==> src/btg_map.svh <==
// register map, field positions, reset values and timing counts of the buzzer tone generator
`ifndef BTG_MAP_SVH
`define BTG_MAP_SVH

// ==========================================================
// register indices (byte address is four times the index)
`define BTG_IDX_CLOCK_GATE 16'h506e
`define BTG_IDX_CONTROL    16'h5180
`define BTG_IDX_FREQ       16'h5181
`define BTG_IDX_VOLUME     16'h5182

// ==========================================================
// field positions
`define BTG_ON_BIT         0
`define BTG_MODE_LSB       2
`define BTG_DUR_LSB        4
`define BTG_CODE_LSB       0
`define BTG_GATE_BIT       0

// ==========================================================
// reset values
`define BTG_RST_MODE       2'h0
`define BTG_RST_DUR        2'h0
`define BTG_RST_CODE       3'h0

// ==========================================================
// mode codes
`define BTG_MODE_NORMAL    2'h0
`define BTG_MODE_ONESHOT   2'h1
`define BTG_MODE_ENVELOPE  2'h2

// ==========================================================
// timing: step clock of the tone period, and durations in step ticks
`define BTG_MCLK_HZ        250000000
`define BTG_STEP_HZ        65536
`define BTG_STEP_DIV       (`BTG_MCLK_HZ / `BTG_STEP_HZ)
`define BTG_DUR_MS_BASE    15.63
`define BTG_DUR_BASE_TICKS 14'h0400
`define BTG_ENV_LAST_LVL   3'h7

// ==========================================================
// duty table: level 1 high counts per frequency group, period base and increment
`define BTG_HIGH_SHORT     5'h08
`define BTG_HIGH_LONG      5'h0c
`define BTG_PERIOD_BASE    5'h10
`define BTG_PERIOD_INC     5'h04

// ==========================================================
// bus answers
`define BTG_RESP_OKAY      2'h0
`define BTG_RESP_DECERR    2'h3

`endif

==> src/btg_pkg.sv <==
// types of the buzzer tone generator
package btg_pkg;

  // ==========================================================
  // burst state
  typedef enum logic [0:0] {
    BTG_IDLE,
    BTG_TONE
  } btg_state_t;

  // register selector returned by the address decoder
  typedef enum logic [2:0] {
    BTG_SEL_NONE,
    BTG_SEL_GATE,
    BTG_SEL_CTRL,
    BTG_SEL_FREQ,
    BTG_SEL_VOL
  } btg_sel_t;

  // ==========================================================
  // complete state of the block
  typedef struct packed {
    logic        aw_hold;
    logic [15:0] aw_idx;
    logic        w_hold;
    logic [7:0]  w_data;
    logic        w_lane0;
    logic        bvalid;
    logic [1:0]  bresp;
    logic        rvalid;
    logic [1:0]  rresp;
    logic [7:0]  rdata;
    logic        clk_gate;
    logic [1:0]  mode;
    logic [1:0]  dur;
    logic [2:0]  fsel;
    logic [2:0]  vsel;
    btg_state_t  st;
    logic [11:0] div_cnt;
    logic        half;
    logic [4:0]  step;
    logic [2:0]  act_f;
    logic [2:0]  act_lvl;
    logic [2:0]  env_lvl;
    logic [13:0] dur_cnt;
    logic        tone;
  } btg_state_s_t;

endpackage : btg_pkg

==> src/btg_top.sv <==
// buzzer tone generator with an AXI4-Lite register port
`timescale 1ns/1ns
`default_nettype none
`include "btg_map.svh"

// Functional notes
// normal mode: tone follows output-on bit
// one-shot: write 1 starts timed burst
// one-shot: on bit reads 1 during burst
// one-shot: write 0 stops burst at once
// one-shot: write 1 restarts full duration
// envelope: start at level 1, step down
// envelope: stop after reaching level 8
// envelope: on bit reads running state
// envelope: write 0 stops at once
// envelope: write 1 restarts at maximum
// 3-bit frequency code, 4096 Hz at 0
// volume code sets high counts per group
// period of 16/20/24/28 steps by group
// envelope ignores software volume code
// output-on bit is 0 after reset
// mode field: normal, one-shot, envelope
// duration field: 15.63 to 125 ms
// clock gate bit enables tone clock
// reserved bits read 0; idle output low
// code changes apply at period boundary
module btg_top
  import btg_pkg::*;
#(
  parameter int          STEP_DIV = `BTG_STEP_DIV  // system clocks per 65536 Hz step tick
) (
  input  wire logic        mclk_i,        // 250 MHz system clock
  input  wire logic        rst_i,         // asynchronous reset, active high
  input  wire logic [31:0] s_awaddr_i,    // write address
  input  wire logic        s_awvalid_i,   // write address valid
  output logic             s_awready_o,   // write address ready
  input  wire logic [31:0] s_wdata_i,     // write data
  input  wire logic [3:0]  s_wstrb_i,     // write byte strobes
  input  wire logic        s_wvalid_i,    // write data valid
  output logic             s_wready_o,    // write data ready
  output logic [1:0]       s_bresp_o,     // write response
  output logic             s_bvalid_o,    // write response valid
  input  wire logic        s_bready_i,    // write response ready
  input  wire logic [31:0] s_araddr_i,    // read address
  input  wire logic        s_arvalid_i,   // read address valid
  output logic             s_arready_o,   // read address ready
  output logic [31:0]      s_rdata_o,     // read data
  output logic [1:0]       s_rresp_o,     // read response
  output logic             s_rvalid_o,    // read data valid
  input  wire logic        s_rready_i,    // read data ready
  output logic             buzzer_o       // buzzer drive, idles low
);

  // ==========================================================
  // decode helpers
  function automatic btg_sel_t reg_sel(input logic [15:0] idx);
    case (idx)
      `BTG_IDX_CLOCK_GATE: reg_sel = BTG_SEL_GATE;
      `BTG_IDX_CONTROL:    reg_sel = BTG_SEL_CTRL;
      `BTG_IDX_FREQ:       reg_sel = BTG_SEL_FREQ;
      `BTG_IDX_VOLUME:     reg_sel = BTG_SEL_VOL;
      default:             reg_sel = BTG_SEL_NONE;
    endcase
  endfunction : reg_sel

  // only aligned words inside the 18-bit byte address space map onto registers
  function automatic logic [15:0] addr_idx(input logic [31:0] a);
    addr_idx = ((a[31:18] == 14'h0000) && (a[1:0] == 2'h0)) ? a[17:2] : 16'h0000;
  endfunction : addr_idx

  // steps in one tone period: 16, 20, 24 or 28
  function automatic logic [4:0] period_len(input logic [2:0] f);
    period_len = `BTG_PERIOD_BASE + 5'(`BTG_PERIOD_INC * f[1:0]);
  endfunction : period_len

  // high steps: level 1 count less one per level
  function automatic logic [4:0] high_len(input logic [2:0] f, input logic [2:0] lvl);
    logic [4:0] top;
    top = f[1] ? `BTG_HIGH_LONG : `BTG_HIGH_SHORT;
    high_len = top - {2'h0, lvl};
  endfunction : high_len

  // ==========================================================
  // state
  btg_state_s_t s;
  btg_state_s_t next_s;

  logic       tick;
  logic       step_tick;
  logic       period_end;
  logic       dur_end;
  logic       do_write;
  logic       start;
  logic       stop;
  logic [2:0] lvl_src;
  logic [13:0] dur_limit;
  btg_sel_t   wsel;
  btg_sel_t   rsel;

  assign s_awready_o = !s.aw_hold && !s.bvalid;
  assign s_wready_o  = !s.w_hold && !s.bvalid;
  assign s_arready_o = !s.rvalid;
  assign s_bvalid_o  = s.bvalid;
  assign s_bresp_o   = s.bresp;
  assign s_rvalid_o  = s.rvalid;
  assign s_rresp_o   = s.rresp;
  assign s_rdata_o   = {24'h000000, s.rdata};
  assign buzzer_o    = s.tone;

  always_comb begin
    next_s = s;

    // ==========================================================
    // bus slave: write address and data may arrive in either order
    if (s_awvalid_i && s_awready_o) begin
      next_s.aw_hold = 1'b1;
      next_s.aw_idx  = addr_idx(s_awaddr_i);
    end
    if (s_wvalid_i && s_wready_o) begin
      next_s.w_hold  = 1'b1;
      next_s.w_data  = s_wdata_i[7:0];
      next_s.w_lane0 = s_wstrb_i[0];
    end
    wsel     = reg_sel(s.aw_idx);
    do_write = s.aw_hold && s.w_hold && !s.bvalid;
    start    = 1'b0;
    stop     = 1'b0;
    if (do_write) begin
      next_s.aw_hold = 1'b0;
      next_s.w_hold  = 1'b0;
      next_s.bvalid  = 1'b1;
      next_s.bresp   = (wsel == BTG_SEL_NONE) ? `BTG_RESP_DECERR : `BTG_RESP_OKAY;
      if (s.w_lane0) begin
        // reserved bits are dropped here, so they always read back as zero
        case (wsel)
          BTG_SEL_GATE: next_s.clk_gate = s.w_data[`BTG_GATE_BIT];
          BTG_SEL_CTRL: begin
            next_s.mode = s.w_data[`BTG_MODE_LSB +: 2];
            next_s.dur  = s.w_data[`BTG_DUR_LSB +: 2];
            start = s.w_data[`BTG_ON_BIT];
            stop  = !s.w_data[`BTG_ON_BIT];
          end
          BTG_SEL_FREQ: next_s.fsel = s.w_data[`BTG_CODE_LSB +: 3];
          BTG_SEL_VOL:  next_s.vsel = s.w_data[`BTG_CODE_LSB +: 3];
          default: ;
        endcase
      end
    end
    if (s.bvalid && s_bready_i) begin
      next_s.bvalid = 1'b0;
    end

    rsel = reg_sel(addr_idx(s_araddr_i));
    if (s_arvalid_i && s_arready_o) begin
      next_s.rvalid = 1'b1;
      next_s.rresp  = (rsel == BTG_SEL_NONE) ? `BTG_RESP_DECERR : `BTG_RESP_OKAY;
      case (rsel)
        BTG_SEL_GATE: next_s.rdata = {7'h00, s.clk_gate};
        BTG_SEL_CTRL: next_s.rdata = {2'h0, s.dur, s.mode, 1'b0, s.st == BTG_TONE};
        BTG_SEL_FREQ: next_s.rdata = {5'h00, s.fsel};
        BTG_SEL_VOL:  next_s.rdata = {5'h00, s.vsel};
        default:      next_s.rdata = 8'h00;
      endcase
    end else if (s.rvalid && s_rready_i) begin
      next_s.rvalid = 1'b0;
    end

    // ==========================================================
    // step clock: the tone runs only while the clock gate is set
    tick = 1'b0;
    if (s.clk_gate) begin
      if (s.div_cnt == 12'(STEP_DIV - 1)) begin
        next_s.div_cnt = 12'h000;
        tick = 1'b1;
      end else begin
        next_s.div_cnt = s.div_cnt + 12'h001;
      end
    end
    if (tick) begin
      next_s.half = !s.half;
    end
    // codes 4 to 7 run the period steps at half rate
    step_tick  = tick && (!s.act_f[2] || s.half);
    period_end = step_tick && (s.step == period_len(s.act_f) - 5'h01);

    // ==========================================================
    // tone period and burst timing
    lvl_src   = (s.mode == `BTG_MODE_ENVELOPE) ? s.env_lvl : s.vsel;
    dur_limit = `BTG_DUR_BASE_TICKS << s.dur;
    dur_end   = tick && (s.dur_cnt == dur_limit - 14'h0001);

    case (s.st)
      BTG_IDLE: begin
        next_s.step = 5'h00;
      end
      BTG_TONE: begin
        if (step_tick) begin
          next_s.step = period_end ? 5'h00 : s.step + 5'h01;
        end
        if (period_end) begin
          // new codes are taken only between periods so no period is cut short
          next_s.act_f   = s.fsel;
          next_s.act_lvl = lvl_src;
        end
        if (tick) begin
          next_s.dur_cnt = dur_end ? 14'h0000 : s.dur_cnt + 14'h0001;
        end
        if (dur_end) begin
          case (s.mode)
            `BTG_MODE_ONESHOT: next_s.st = BTG_IDLE;
            `BTG_MODE_ENVELOPE: begin
              if (s.env_lvl == `BTG_ENV_LAST_LVL) begin
                next_s.st = BTG_IDLE;
              end else begin
                next_s.env_lvl = s.env_lvl + 3'h1;
              end
            end
            default: ;
          endcase
        end
      end
      default: next_s.st = BTG_IDLE;
    endcase

    // software write comes last so a start beats a burst ending in the same cycle
    if (stop) begin
      next_s.st = BTG_IDLE;
    end
    if (start) begin
      next_s.st      = BTG_TONE;
      next_s.step    = 5'h00;
      next_s.half    = 1'b0;
      next_s.dur_cnt = 14'h0000;
      next_s.env_lvl = 3'h0;
      next_s.act_f   = s.fsel;
      next_s.act_lvl = (s.w_data[`BTG_MODE_LSB +: 2] == `BTG_MODE_ENVELOPE) ? 3'h0 : s.vsel;
    end

    // output is low whenever no tone is produced
    next_s.tone = (next_s.st == BTG_TONE) && s.clk_gate &&
                  (next_s.step < high_len(next_s.act_f, next_s.act_lvl));
  end

  // ==========================================================
  // state register
  always_ff @(posedge mclk_i or posedge rst_i) begin
    if (rst_i) begin
      s          <= '0;
      s.st       <= BTG_IDLE;
      s.mode     <= `BTG_RST_MODE;
      s.dur      <= `BTG_RST_DUR;
      s.fsel     <= `BTG_RST_CODE;
      s.vsel     <= `BTG_RST_CODE;
      s.clk_gate <= 1'b0;
    end else begin
      s <= next_s;
    end
  end

endmodule : btg_top
`default_nettype wire

==> config.mk <==
export PLATFORM = sky130hd
export DESIGN_NAME = btg_top
export DESIGN_NICKNAME = d
export VERILOG_FILES = /design/src/btg_pkg.sv /design/src/btg_top.sv
export VERILOG_INCLUDE_DIRS = /design/src
export SDC_FILE = /design/constraint.sdc
export NUM_CORES = 1
export LEC_CHECK = 0
export BUFFER_PORTS_ARGS = -buffer_cell sky130_fd_sc_hd__buf_4
export CELL_PAD_IN_SITES_DETAIL_PLACEMENT = 1
export CELL_PAD_IN_SITES_GLOBAL_PLACEMENT = 2
export CORE_MARGIN = 2
export CORE_UTILIZATION = 34
export DETAILED_ROUTE_END_ITERATION = 10
export GPL_ROUTABILITY_DRIVEN = 0
export PLACE_DENSITY_LB_ADDON = 0.12
export SLEW_MARGIN = 20
export SYNTH_ARGS = -nofsm -noshare
export SYNTH_HDL_FRONTEND = slang
export SYNTH_SLANG_ARGS = --single-unit
==> constraint.sdc <==
create_clock -name mclk_i -period 8.4 [get_ports mclk_i]
set_input_delay 0.42 -clock mclk_i [delete_from_list [all_inputs] [get_ports mclk_i]]
set_output_delay 0.42 -clock mclk_i [all_outputs]
set_load 0.01 [all_outputs]
# Yosys cells after proc, flatten, opt, wreduce, memory -nomap -nowiden
# Cells that the tools add are included.
# op_classes
n_reduce_logical,46
addsub,8
n_eq_ne,24
mux,45
shift,1
bitwise,1
n_lt_le_gt_ge,1
# op_table
cell,n
== test 16 x 15 -> 1 bit (second input constant),8
2-to-1 mux 16 bit,2
2-to-1 mux 29 bit,1
logical NOT 14 bit,2
2-to-1 mux 14 bit,2
one-hot mux 3 bit (4 select lines),2
one-hot mux 6 bit (4 select lines),1
2-to-1 mux 23 bit,1
2-to-1 mux 3 bit,7
2-to-1 mux 1 bit,19
nonzero test 2 bit,9
2-to-1 mux 17 bit,1
logical AND 1 bit,16
adder 14 x 1 -> 14 bit (second input constant),1
== test 14 bit,1
<< shifter 11 x 2 -> 14 bit (first input constant),1
subtractor 14 x 1 -> 14 bit (second input constant),1
adder 12 x 1 -> 12 bit (second input constant),1
== test 12 bit (second input constant),1
== test 3 x 2 -> 1 bit (second input constant),4
2-to-1 mux 12 bit,1
AND reduction 3 bit,4
2-to-1 mux 10 bit,1
2-to-1 mux 5 bit,2
23 further kinds,37
# word_totals
regBits,95

# Depth between registers and ports, before layout
# Gate-level depths: netlist (run 1).
# logic_depth
depth_word,13
mapped_depth,15
ltp_nobuf,14

# Least setup slack after synthesis (run 1)
# No wires, ideal clock.
# synth_timing
path_type,register to register
from,register s[81] (netlist name)
to,register s (netlist bit buzzer_o)
slack_ns,4.859
stages_incl_launch_ff,13
synth_period_minus_slack_ns,3.541
n_path_buf,1
arrival_ns,3.454
setup_ns,0.087
path_cell_list,dfrtp_1 > or4_4 > or4_4 > nor4_4 > buf_2 > nand3_1 > o21a_1 > ha_1 > a31oi_1 > ha_1 > a211oi_1 > o311ai_1 > a211oi_2
# synth_lines
element,line_no,source
start: declaration,btg_top.sv:85,btg_state_s_t s;
start signal: assignment,btg_top.sv:256,s <= next_s;

==> out/results.txt, run 1 <==
Least-Margin Pin Slew -> 768 ps
Syn Std Cell Area -> 4910 µm²
Crit Path Class -> flop to flop
Critical Path Source -> s[31]
CTS Root Cell -> clkbuf_16
Die Ht -> 124 µm
Largest net degree at the start of global routing -> 50
Sequential Power Share -> 0.470
Max Clock Skew -> 4.91 ps
H-tree Lvls -> 3
FF-to-FF path depth -> 14
Reg2reg end -> buzzer_o
Post-CTS setup repair buffer count -> 0
Vias in the first global route -> 4010
Initial antenna violation count -> 0
Count of final setup violators -> 0
Rows -> 43
Port Buffer Count -> 93
Max VDD drop -> 0.0858 mV
Chip width -> 124 µm
Top post-synthesis cells by area -> dfrtp_1 (45%), buf_4 (5.7%), mux2_2 (4.4%)
Leak -> 2.76 nW
Syn Inst Count -> 489
Critical Path RT -> 8600 ps
Later-pin clock latency in the skew report -> 340 ps
Setup TNS Final -> 0 ps
Gr busiest metal -> met2
RSZ-0062 raised after global routing -> no
GRT met1 Usage -> 0.217
Sw Share -> 0.255
Post-layout min period -> 4370 ps
Routed WL per cell -> 15.7 µm
Cell Int Power -> 760 µW
Post-Synth XOR/XNOR Area -> 0.0268
Post-Syn Area per Cell -> 10.0 µm²
Cell taking the most area after synthesis -> dfrtp_1
Clock power frac -> 0.395
Initial core utilization -> 0.351
CTS max path bufs -> 2
TritonRoute pass-1 iters -> 4
Total track usage -> 0.163
Post-synthesis sequential area ratio -> 0.454
Nets -> 691
Pwr/cell area -> 172 nW/µm²
Worst Path Arrival -> 4570 ps
Area Growth Syn to Fin -> 20.8%
Synth Area in Compound Gates -> 0.144
Largest family of logic cells by synthesized area -> simple AND/OR/NAND/NOR gates
Total gr overflow -> 0
CP endpoint -> buzzer_o
CTS tree -> done
Post-DP HPWL -> 8990 µm
Min Hold Slack -> 184 ps
Fmax achieved -> 229 MHz
Routed WL -> 11900 µm
FF-to-FF setup slack -> 4030 ps
Async SR Flop Fraction -> 1.00
Net Sw Power -> 260 µW
Hold/Removal Path Class -> input port to asynchronous set/reset pin
Synth Area in Simple Gates -> 0.207
Slew margin rel. -> 0.484
Crit end category -> flop
Number of flops mapped to enable cells by yosys -> 0
Met2 Use GR -> 0.271
Tcrit/Tclk final -> 0.520
Reg2Reg Launch Point -> s[31]
CTS Hold Buffers Added -> 0
Share of cells above drive strength 1 -> 0.256
Ant diodes -> 0
Fin. max-slew vios -> 0
Crit-path max FO -> 16
CTS Buf Count -> 9
Logic pwr share -> 0.135
Via-to-Cell Ratio -> 5.20
Resize count post-CTS -> 0
Multiplexer share of the synthesized area -> 0.0578
Synth cell types -> 62
Clock transition at path regs -> 60 ps
Die area -> 15400 µm²
Synth top area share -> 0.454
Max-Cap Viols -> 0
Main flop type after synthesis -> dfrtp_1
Yosys reg bits -> 89
Final hold violations -> 0
GRT met3 Usage -> 0.0266
Startpoint Class -> flop
Antenna viol nets, final -> 0
IO Count -> 149
Area of the core -> 14000 µm²
TritonCTS Sinks -> 89
Synth warn -> 0
Status -> completed
First-pass GRT wire length -> 19600 µm
Drt first-iter violations -> 148
Routed vias -> 3933
Synth Area in Adders -> 0.0306
Drt drc -> 0
==> worst max-delay path, cell delays in order (launching register included) <==
cell	delay [ps]
dfrtp_1	410
inv_1	90
ha_1	150
nor4bb_1	460
and4_1	690
and4_1	410
mux2_2	360
a21oi_1	320
ha_1	310
inv_1	60
ha_1	240
nand4b_1	140
o221ai_1	130
o311ai_1	360
a211oi_2	100
==> how the worst min path moves through the flow <==
stage	from	endpoint	slack, ps	cells after the start
2_1_floorplan	s_rdata_o[0]	s_rdata_o[0]	450	2
3_3_place_gp	s_rdata_o[0]	s_rdata_o[0]	470	2
3_5_place_dp	s_rdata_o[0]	s_rdata_o[0]	470	2
4_1_cts	rst_i	s[7]	210	2
5_1_grt	s_rready_i	s_rvalid_o	240	2
6_report	rst_i	s[7]	180	2
==> placed cells by master, fill, tap and decap left out, drive strengths merged, types with 5 or more instances in the layout <==
cell type / n
xnor2: 12
nand4: 7
nand2: 45
o31ai: 7
nor2: 27
inv: 16
a22o: 21
a21oi: 13
nand2b: 10
conb: 26
buf: 97
nand3: 13
nor4: 13
or3: 5
nor3: 15
and3: 10
mux2: 19
nor4b: 5
ha: 12
nor3b: 5
clkbuf: 11
o21ai: 32
mux2i: 7
dfrtp: 89
==> kinds of logic (layout without fill, tap and decap cells) <==
| kind of cell | count (synthesis) | in the layout |
|---|---|---|
| other | 1 | 26 |
| and+or+nand+nor | 181 | 181 |
| xor gates and xnor gates | 15 | 15 |
| buffers and inverters | 67 | 130 |
| AOI/OAI and AO/OA | 98 | 98 |
| muxes | 26 | 26 |
| DFF | 89 | 89 |
| adders and majority gates | 12 | 12 |
==> cell usage after synthesis, types with 12 or more instances <==
library cell	number
xnor2_1	12
dfrtp_1	89
mux2_2	19
nand2_1	45
o21ai_0	31
ha_1	12
inv_1	17
a21oi_1	12
nor3_1	15
nand3_1	13
nor4_1	12
nor2_1	27
a22o_1	20
buf_4	37
==> power groups by stage <==
stage / registers [mW] / logic (mW) / clock network [mW]
floorplan: 0.480 / 0.0898 / 0
global placement: 0.487 / 0.138 / 0
detailed placement: 0.489 / 0.142 / 0
CTS: 0.481 / 0.142 / 0.419
global route: 0.483 / 0.157 / 0.437
finish: 0.480 / 0.138 / 0.403
==> flip-flops by register name, summed over array words and instances, names as in the netlist <==
name and flops:
s_bvalid_o 1, s_bresp_o 1, s 78, s_rresp_o 1, s_rdata_o 6, s_rvalid_o 1
buzzer_o 1
==> routing by layer <==
metal | routed length [µm] | part of all wire
met1 | 5480 | 0.46
met2 | 5690 | 0.48
met3 | 550 | 0.046
met4 | 172 | 0.014
met5 | 0 | 0
==> stage by stage <==
stage	instances	area, µm²	power, mW	setup slack (ps)	utilization
5_1_grt	757	5930	1.08	3680	0.424
3_5_place_dp	741	5640	0.631	4100	0.403
2_1_floorplan	514	5000	0.570	4860	-
4_1_cts	757	5930	1.04	4040	0.424
6_report	757	5930	1.02	4030	0.424
3_3_place_gp	741	5640	0.625	4110	0.403
==> layout make-up <==
type	instances	area (µm²)
Clock buffer	11	243
Clock inverter	5	55.1
Multi-Input combinational cell	358	2390
Tap cell	180	225
Sequential cell	89	2230
Timing Repair Buffer	97	728
Inverter	17	65.1
Fill cell	1594	8050
Power figures use the tool's default switching activity.
==> run 2, diff against run 1 <==
--- a/config.mk
+++ b/config.mk
@@ -6,11 +6,12 @@
 export SDC_FILE = /design/constraint.sdc
 export NUM_CORES = 1
 export LEC_CHECK = 0
+export ABC_AREA = 1
 export BUFFER_PORTS_ARGS = -buffer_cell sky130_fd_sc_hd__buf_4
 export CELL_PAD_IN_SITES_DETAIL_PLACEMENT = 1
 export CELL_PAD_IN_SITES_GLOBAL_PLACEMENT = 2
 export CORE_MARGIN = 2
-export CORE_UTILIZATION = 34
+export CORE_UTILIZATION = 27
 export DETAILED_ROUTE_END_ITERATION = 10
 export GPL_ROUTABILITY_DRIVEN = 0
 export PLACE_DENSITY_LB_ADDON = 0.12
==> constraint.sdc (replaced) <==
create_clock -name mclk_i -period 4 [get_ports mclk_i]
set_input_delay 0.2 -clock mclk_i [delete_from_list [all_inputs] [get_ports mclk_i]]
set_output_delay 0.2 -clock mclk_i [all_outputs]
set_load 0.01 [all_outputs]
==> run 2 against run 1 <==
  * Sequential power is 110% higher
  * Non-clock buffer count rose by 3
  * Register-to-register slack worse by 3200 ps
  * Clock power up 110%
  * First-iteration DRC count decreased by 30%
==> out/results.txt, run 2 <==
Final hold violations -> 0
Number of flops mapped to enable cells by yosys -> 0
Yosys reg bits -> 89
Max-Cap Viols -> 0
CTS Buf Count -> 9
First-pass GRT wire length -> 24900 µm
Clock transition at path regs -> 60 ps
Synth warn -> 0
Slowest stage delay, CP -> 390 ps
Post-DP HPWL -> 11600 µm
Pwr/cell area -> 339 nW/µm²
Multiplexer share of the synthesized area -> 0.00600
Share of cells above drive strength 1 -> 0.211
Crit Path Class -> flop to flop
H-tree Lvls -> 3
Port Buffer Count -> 93
Post-Syn Area per Cell -> 7.85 µm²
Routed WL per cell -> 14.0 µm
Later-pin clock latency in the skew report -> 340 ps
Initial antenna violation count -> 0
Slowest-stage cell, CP -> dfrtp_1
Largest reg by FF count -> s
Total track usage -> 0.144
Syn Inst Count -> 691
Max VDD drop -> 0.186 mV
Rows -> 51
IO Count -> 149
Drt drc -> 0
Die Ht -> 146 µm
Routed WL -> 14700 µm
Crit end category -> flop
Synth Area in Compound Gates -> 0.0849
TritonRoute pass-1 iters -> 5
Synth cell types -> 48
CTS Root Cell -> clkbuf_16
Fmax achieved -> 315 MHz
RSZ-0062 raised after global routing -> no
Worst Path Arrival -> 3410 ps
Largest register FFs -> 78
Critical-path cell list -> inv_1 > nand2_1 > nor2_1 > nand2_1 > inv_2 > nand4_1 > nor2_4 > nand2_4 > nand2_1 > o21ai_0 > ha_1 > nand3_1 > nor2_1 > nor2_1 > ha_1 > inv_1 > o211ai_1 > clkinv_1 > nand2_1 > nor2_1
Status -> completed
Ant diodes -> 0
Cell taking the most area after synthesis -> dfrtp_1
Drt first-iter violations -> 104
Nets -> 898
Most common cell after layout, fill and taps aside -> nand2_1
Synth Area in Adders -> 0.0277
Post-layout min period -> 3180 ps
Top post-synthesis cells by area -> dfrtp_1 (41%), nand2_1 (11%), nand3_1 (5.6%)
Area of the core -> 19600 µm²
Hold/Removal Path Class -> input port to flop
Synth top cells by count -> nand2_1 (152), dfrtp_1 (89), inv_1 (76)
Die area -> 21200 µm²
Synth top area share -> 0.411
Count of final setup violators -> 0
Tcrit/Tclk final -> 0.795
Least-Margin Pin Slew -> 588 ps
Largest net degree at the start of global routing -> 36
Post-synthesis sequential area ratio -> 0.411
Total gr overflow -> 0
Largest family of logic cells by synthesized area -> simple AND/OR/NAND/NOR gates
Chip width -> 146 µm
Antenna viol nets, final -> 0
Crit-path max FO -> 6
Area Growth Syn to Fin -> 20.6%
Synth Area in Simple Gates -> 0.318
Vias in the first global route -> 5102
Async SR Flop Fraction -> 1.00
Max Clock Skew -> 5.98 ps
Setup ws final -> 821 ps
Main flop type after synthesis -> dfrtp_1
Initial core utilization -> 0.277
Startpoint Class -> flop
Syn Std Cell Area -> 5430 µm²
Slew margin rel. -> 0.607
Post-Synth XOR/XNOR Area -> 0.0274
CTS max path bufs -> 2
Critical Path RT -> 4230 ps
Most frequent cell after synthesis -> nand2_1
CTS tree -> done
Most frequent cells in the layout -> nand2_1 (152), buf_4 (99), dfrtp_1 (89)
FILL cells -> 2428
Setup TNS Final -> 0 ps
Post-Place Setup Slack -> 784 ps
Routed vias -> 4695
Via-to-Cell Ratio -> 4.48
TritonCTS Sinks -> 89
Fin. max-slew vios -> 0
Leak -> 3.12 nW
-- run 2: cell count changes in the layout (fill, tap and decap cells not counted), sizes merged, moves of 10 or more --
cell    before  now
nor2        27   76
nand2b      10    0
o21ai       32   47
nand3       13   63
nand4        7   18
xor2         3   14
a22o        21    0
and3        10    0
nand2       45  158
inv         16   86
mux2        19    2
-- run 2: path summary, 6_finish.rpt --
kind	endpoint	cells after the start	slack [ps]	startpoint
max	buzzer_o	20	820	s[93]
min	s_bvalid_o	2	50	s_bready_i
max reg2reg	buzzer_o	20	820	s[93]
min reg2reg	s[49]	2	490	s[73]
max in group asynchronous	buzzer_o	4	2740	rst_i
min in group asynchronous	s_rdata_o[1]	3	420	rst_i
-- run 2: metrics by stage --
| stage | hold slack [ps] | instances | area [µm²] | total power, mW | utilization |
|---|---|---|---|---|---|
| 6_report | 47.2 | 1048 | 6540 | 2.22 | 0.334 |
| 5_1_grt | 44.6 | 1048 | 6540 | 2.35 | 0.334 |
| 4_1_cts | 35.3 | 1048 | 6540 | 2.27 | 0.334 |
| 3_5_place_dp | 241 | 1032 | 6250 | 1.42 | 0.319 |
| 3_3_place_gp | 244 | 1032 | 6250 | 1.40 | 0.319 |
| 2_1_floorplan | 296 | 716 | 5520 | 1.26 | - |
-- run 2: logic make-up (layout without fill, tap and decap cells) --
| kind of cell | after synthesis | after routing |
|---|---|---|
| XOR/XNOR | 17 | 17 |
| multiplexers | 3 | 3 |
| AND/OR/NAND/NOR | 352 | 352 |
| flip-flops | 89 | 89 |
| other | 1 | 26 |
| AO/OA/AOI/OAI | 80 | 80 |
| buffers and inverters | 137 | 204 |
| adder cells (fa/ha/maj) | 12 | 12 |
-- run 2: metal layers --
layer,GRT usage,vias up,part of all wire
li1,-,2361,-
met1,0.179,2234,0.46
met2,0.252,88,0.48
met3,0.0260,12,0.037
met4,0.0461,0,0.015
met5,0,-,0
-- run 2: critical path, delay by kind of cell (launching register included) --
family,cells,cell delay [ps]
AOI/OAI and AO/OA,2,350
adders and majority gates,2,620
buffers and inverters,4,310
DFF,1,390
and+or+nand+nor,12,1380
-- run 2: report_power, final --
group | internal, mW | switching [mW]
clock | 0.481 | 0.353
combinational | 0.153 | 0.229
sequential | 0.958 | 0.0452
-- run 2: final cells by class --
type | count | area, µm² | area share
sequential | 89 | 2230 | 0.340
clock buffer | 12 | 236 | 0.0361
timing repair buffer | 100 | 753 | 0.115
clock inverter | 3 | 42.5 | 0.00650
tap | 265 | 332 | 0.0507
inverter | 89 | 338 | 0.0516
multi-input combinational | 490 | 2610 | 0.400
-- run 2: what timing repair did --
action / CTS / global route
buffers inserted: 0 / 0
resized for setup: 0 / 0
endpoints found under the hold margin: 24 / 0
hold buffers: 1 / 0
==> run 3, diff against run 2 <==
==> constraint.sdc (replaced) <==
create_clock -name mclk_i -period 2.8 [get_ports mclk_i]
set_input_delay 0.14 -clock mclk_i [delete_from_list [all_inputs] [get_ports mclk_i]]
set_output_delay 0.14 -clock mclk_i [all_outputs]
set_load 0.01 [all_outputs]
==> run 3 against run 2 <==
  * The run now ends with negative setup slack left
  * Critical path depth decreased by 2
  * Sequential cell count unchanged
  * Clock-buffer cell count unchanged
  * Combinational power increased by 57%
  * Design area increased by 6.3%
  * Global-route usage increased by 0.67 points
  * Register-to-register slack got worse by 840 ps
  * Sequential share of layout area decreased by 2.0 points
  * Clock skew increased by 2.0 ps
  * Utilization increased by 2.1 points
  * Largest cell class unchanged
  * Highest routed layer unchanged
==> out/results.txt, run 3 (same netlist as run 2, synthesis figures left out) <==
Status -> finished, violations left
Failing checks -> negative setup slack
Routed WL -> 15500 µm
Routed vias -> 4852
Crit end category -> flop
Rows -> 51
Max VDD drop -> 0.272 mV
Reg2Reg Launch Point -> s[22]
Pwr/cell area -> 475 nW/µm²
Fin. max-slew vios -> 0
FILL cells -> 2393
Total track usage -> 0.150
TritonCTS Sinks -> 89
Antenna viol nets, final -> 0
Least-Margin Pin Slew -> 606 ps
Max Clock Skew -> 8.00 ps
Area of the core -> 19600 µm²
Worst Path Arrival -> 3100 ps
Max-Cap Viols -> 0
Largest net degree at the start of global routing -> 60
Reg2reg end -> buzzer_o
Port Buffer Count -> 93
Critical Path RT -> 3080 ps
Largest register FFs -> 78
HP Start -> s_wdata_i[4]
Most frequent cells in the layout -> nand2_1 (147), buf_4 (127), dfrtp_1 (89)
FF-to-FF path depth -> 18
RSZ-0062 raised after global routing -> yes
First-pass GRT wire length -> 26000 µm
TritonRoute pass-1 iters -> 4
Initial core utilization -> 0.277
Startpoint Class -> flop
Setup ws final -> -21.2 ps
Setup TNS Final -> -21.2 ps
FF-to-FF setup slack -> -20 ps
Largest reg by FF count -> s
Hold/Removal Path Class -> input port to flop
H-tree Lvls -> 3
Logic pwr share -> 0.181
Multi-input logic area -> 2730 µm²
Nets -> 930
Crit-path max FO -> 4
Area Growth Syn to Fin -> 28.2%
Ant diodes -> 0
Final hold violations -> 0
Leak -> 3.35 nW
Tcrit/Tclk final -> 1.01
Drt first-iter violations -> 121
Vias in the first global route -> 5208
Later-pin clock latency in the skew report -> 360 ps
Cell Int Power -> 2.36 mW
CTS Buf Count -> 9
Post-Place Setup Slack -> -259 ps
Via-to-Cell Ratio -> 4.49
Net Sw Power -> 947 µW
Clock power frac -> 0.386
Routed WL per cell -> 14.3 µm
Sw Share -> 0.286
Total gr overflow -> 0
Crit Path Class -> flop to flop
Drt drc -> 0
Initial antenna violation count -> 0
Share of cells above drive strength 1 -> 0.270
CTS max path bufs -> 2
CTS tree -> done
Die area -> 21200 µm²
Most common cell after layout, fill and taps aside -> nand2_1
Slew margin rel. -> 0.596
End of the worst hold path -> s[73]
Worst hold stages -> 2
Fmax achieved -> 354 MHz
Post-layout min period -> 2820 ps
Chip width -> 146 µm
Sequential Power Share -> 0.433
Critical Path Source -> s[22]
Storage cell area -> 2230 µm²
Die Ht -> 146 µm
Clock transition at path regs -> 70 ps
Count of final setup violators -> 1
CTS Root Cell -> clkbuf_16
Post-DP HPWL -> 12000 µm
IO Count -> 149
==> run 3: worst max-delay path: stages, from the launching register on <==
cell	delay [ps]
dfrtp_1	370
inv_2	100
ha_4	220
or2_4	230
nand3_4	70
nor2_4	40
nand3_4	80
clkinv_4	60
o211ai_1	220
o31ai_2	120
inv_2	80
ha_4	210
xnor2_2	140
ha_1	300
a21oi_1	170
o211ai_1	120
inv_2	60
nand2_1	40
nor2_1	100
==> run 3: layer usage <==
metal  vias to the layer above  share of wire  GRT usage
met3                         8          0.032     0.0317
met4                         0          0.010     0.0397
met2                        80           0.50      0.262
met5                         -              0          0
met1                      2337           0.45      0.189
li1                       2427              -          -
==> run 3: how the worst max path moves through the flow <==
| stage | end | slack, ps | cells after the start |
|---|---|---|---|
| 2_1_floorplan | buzzer_o | 20 | 21 |
| 3_3_place_gp | buzzer_o | -100 | 21 |
| 3_5_place_dp | buzzer_o | -260 | 21 |
| 4_1_cts | buzzer_o | -60 | 19 |
| 5_1_grt | buzzer_o | -220 | 21 |
| 6_report | buzzer_o | -20 | 18 |
==> run 3: final cells by class <==
| class | count | area share |
|---|---|---|
| Clock buffer | 12 | 0.0369 |
| Clock inverter | 4 | 0.00737 |
| Inverter | 89 | 0.0493 |
| Multi-Input combinational cell | 490 | 0.393 |
| Sequential cell | 89 | 0.320 |
| Tap cell | 265 | 0.0477 |
| Timing Repair Buffer | 132 | 0.146 |
==> run 3: per-stage QoR <==
step,power (mW),area [µm²],hold slack [ps],cells,util
after floorplan,1.80,5520,236,716,-
after global placement,2.05,6450,226,1057,0.329
after detailed placement,2.06,6450,235,1057,0.329
after CTS,3.37,6890,12.5,1078,0.352
after global routing,3.48,6960,22.3,1081,0.355
final,3.31,6960,25.5,1081,0.355
==> run 3: power by group through the flow <==
stage	clock, mW	combinational, mW	sequential [mW]
2_1_floorplan	0	0.352	1.44
3_3_place_gp	0	0.597	1.45
3_5_place_dp	0	0.608	1.46
4_1_cts	1.32	0.615	1.43
5_1_grt	1.37	0.675	1.44
6_report	1.28	0.599	1.43
==> run 3: repair_timing <==
item | 4_1_cts | 5_1_grt
setup endpoints to repair | 1 | 1
pin swaps | 11 | 11
gates resized for setup | 20 | 12
hold buffers | 3 | 0
setup buffers | 2 | 3
endpoints found under the hold margin | 32 | 0
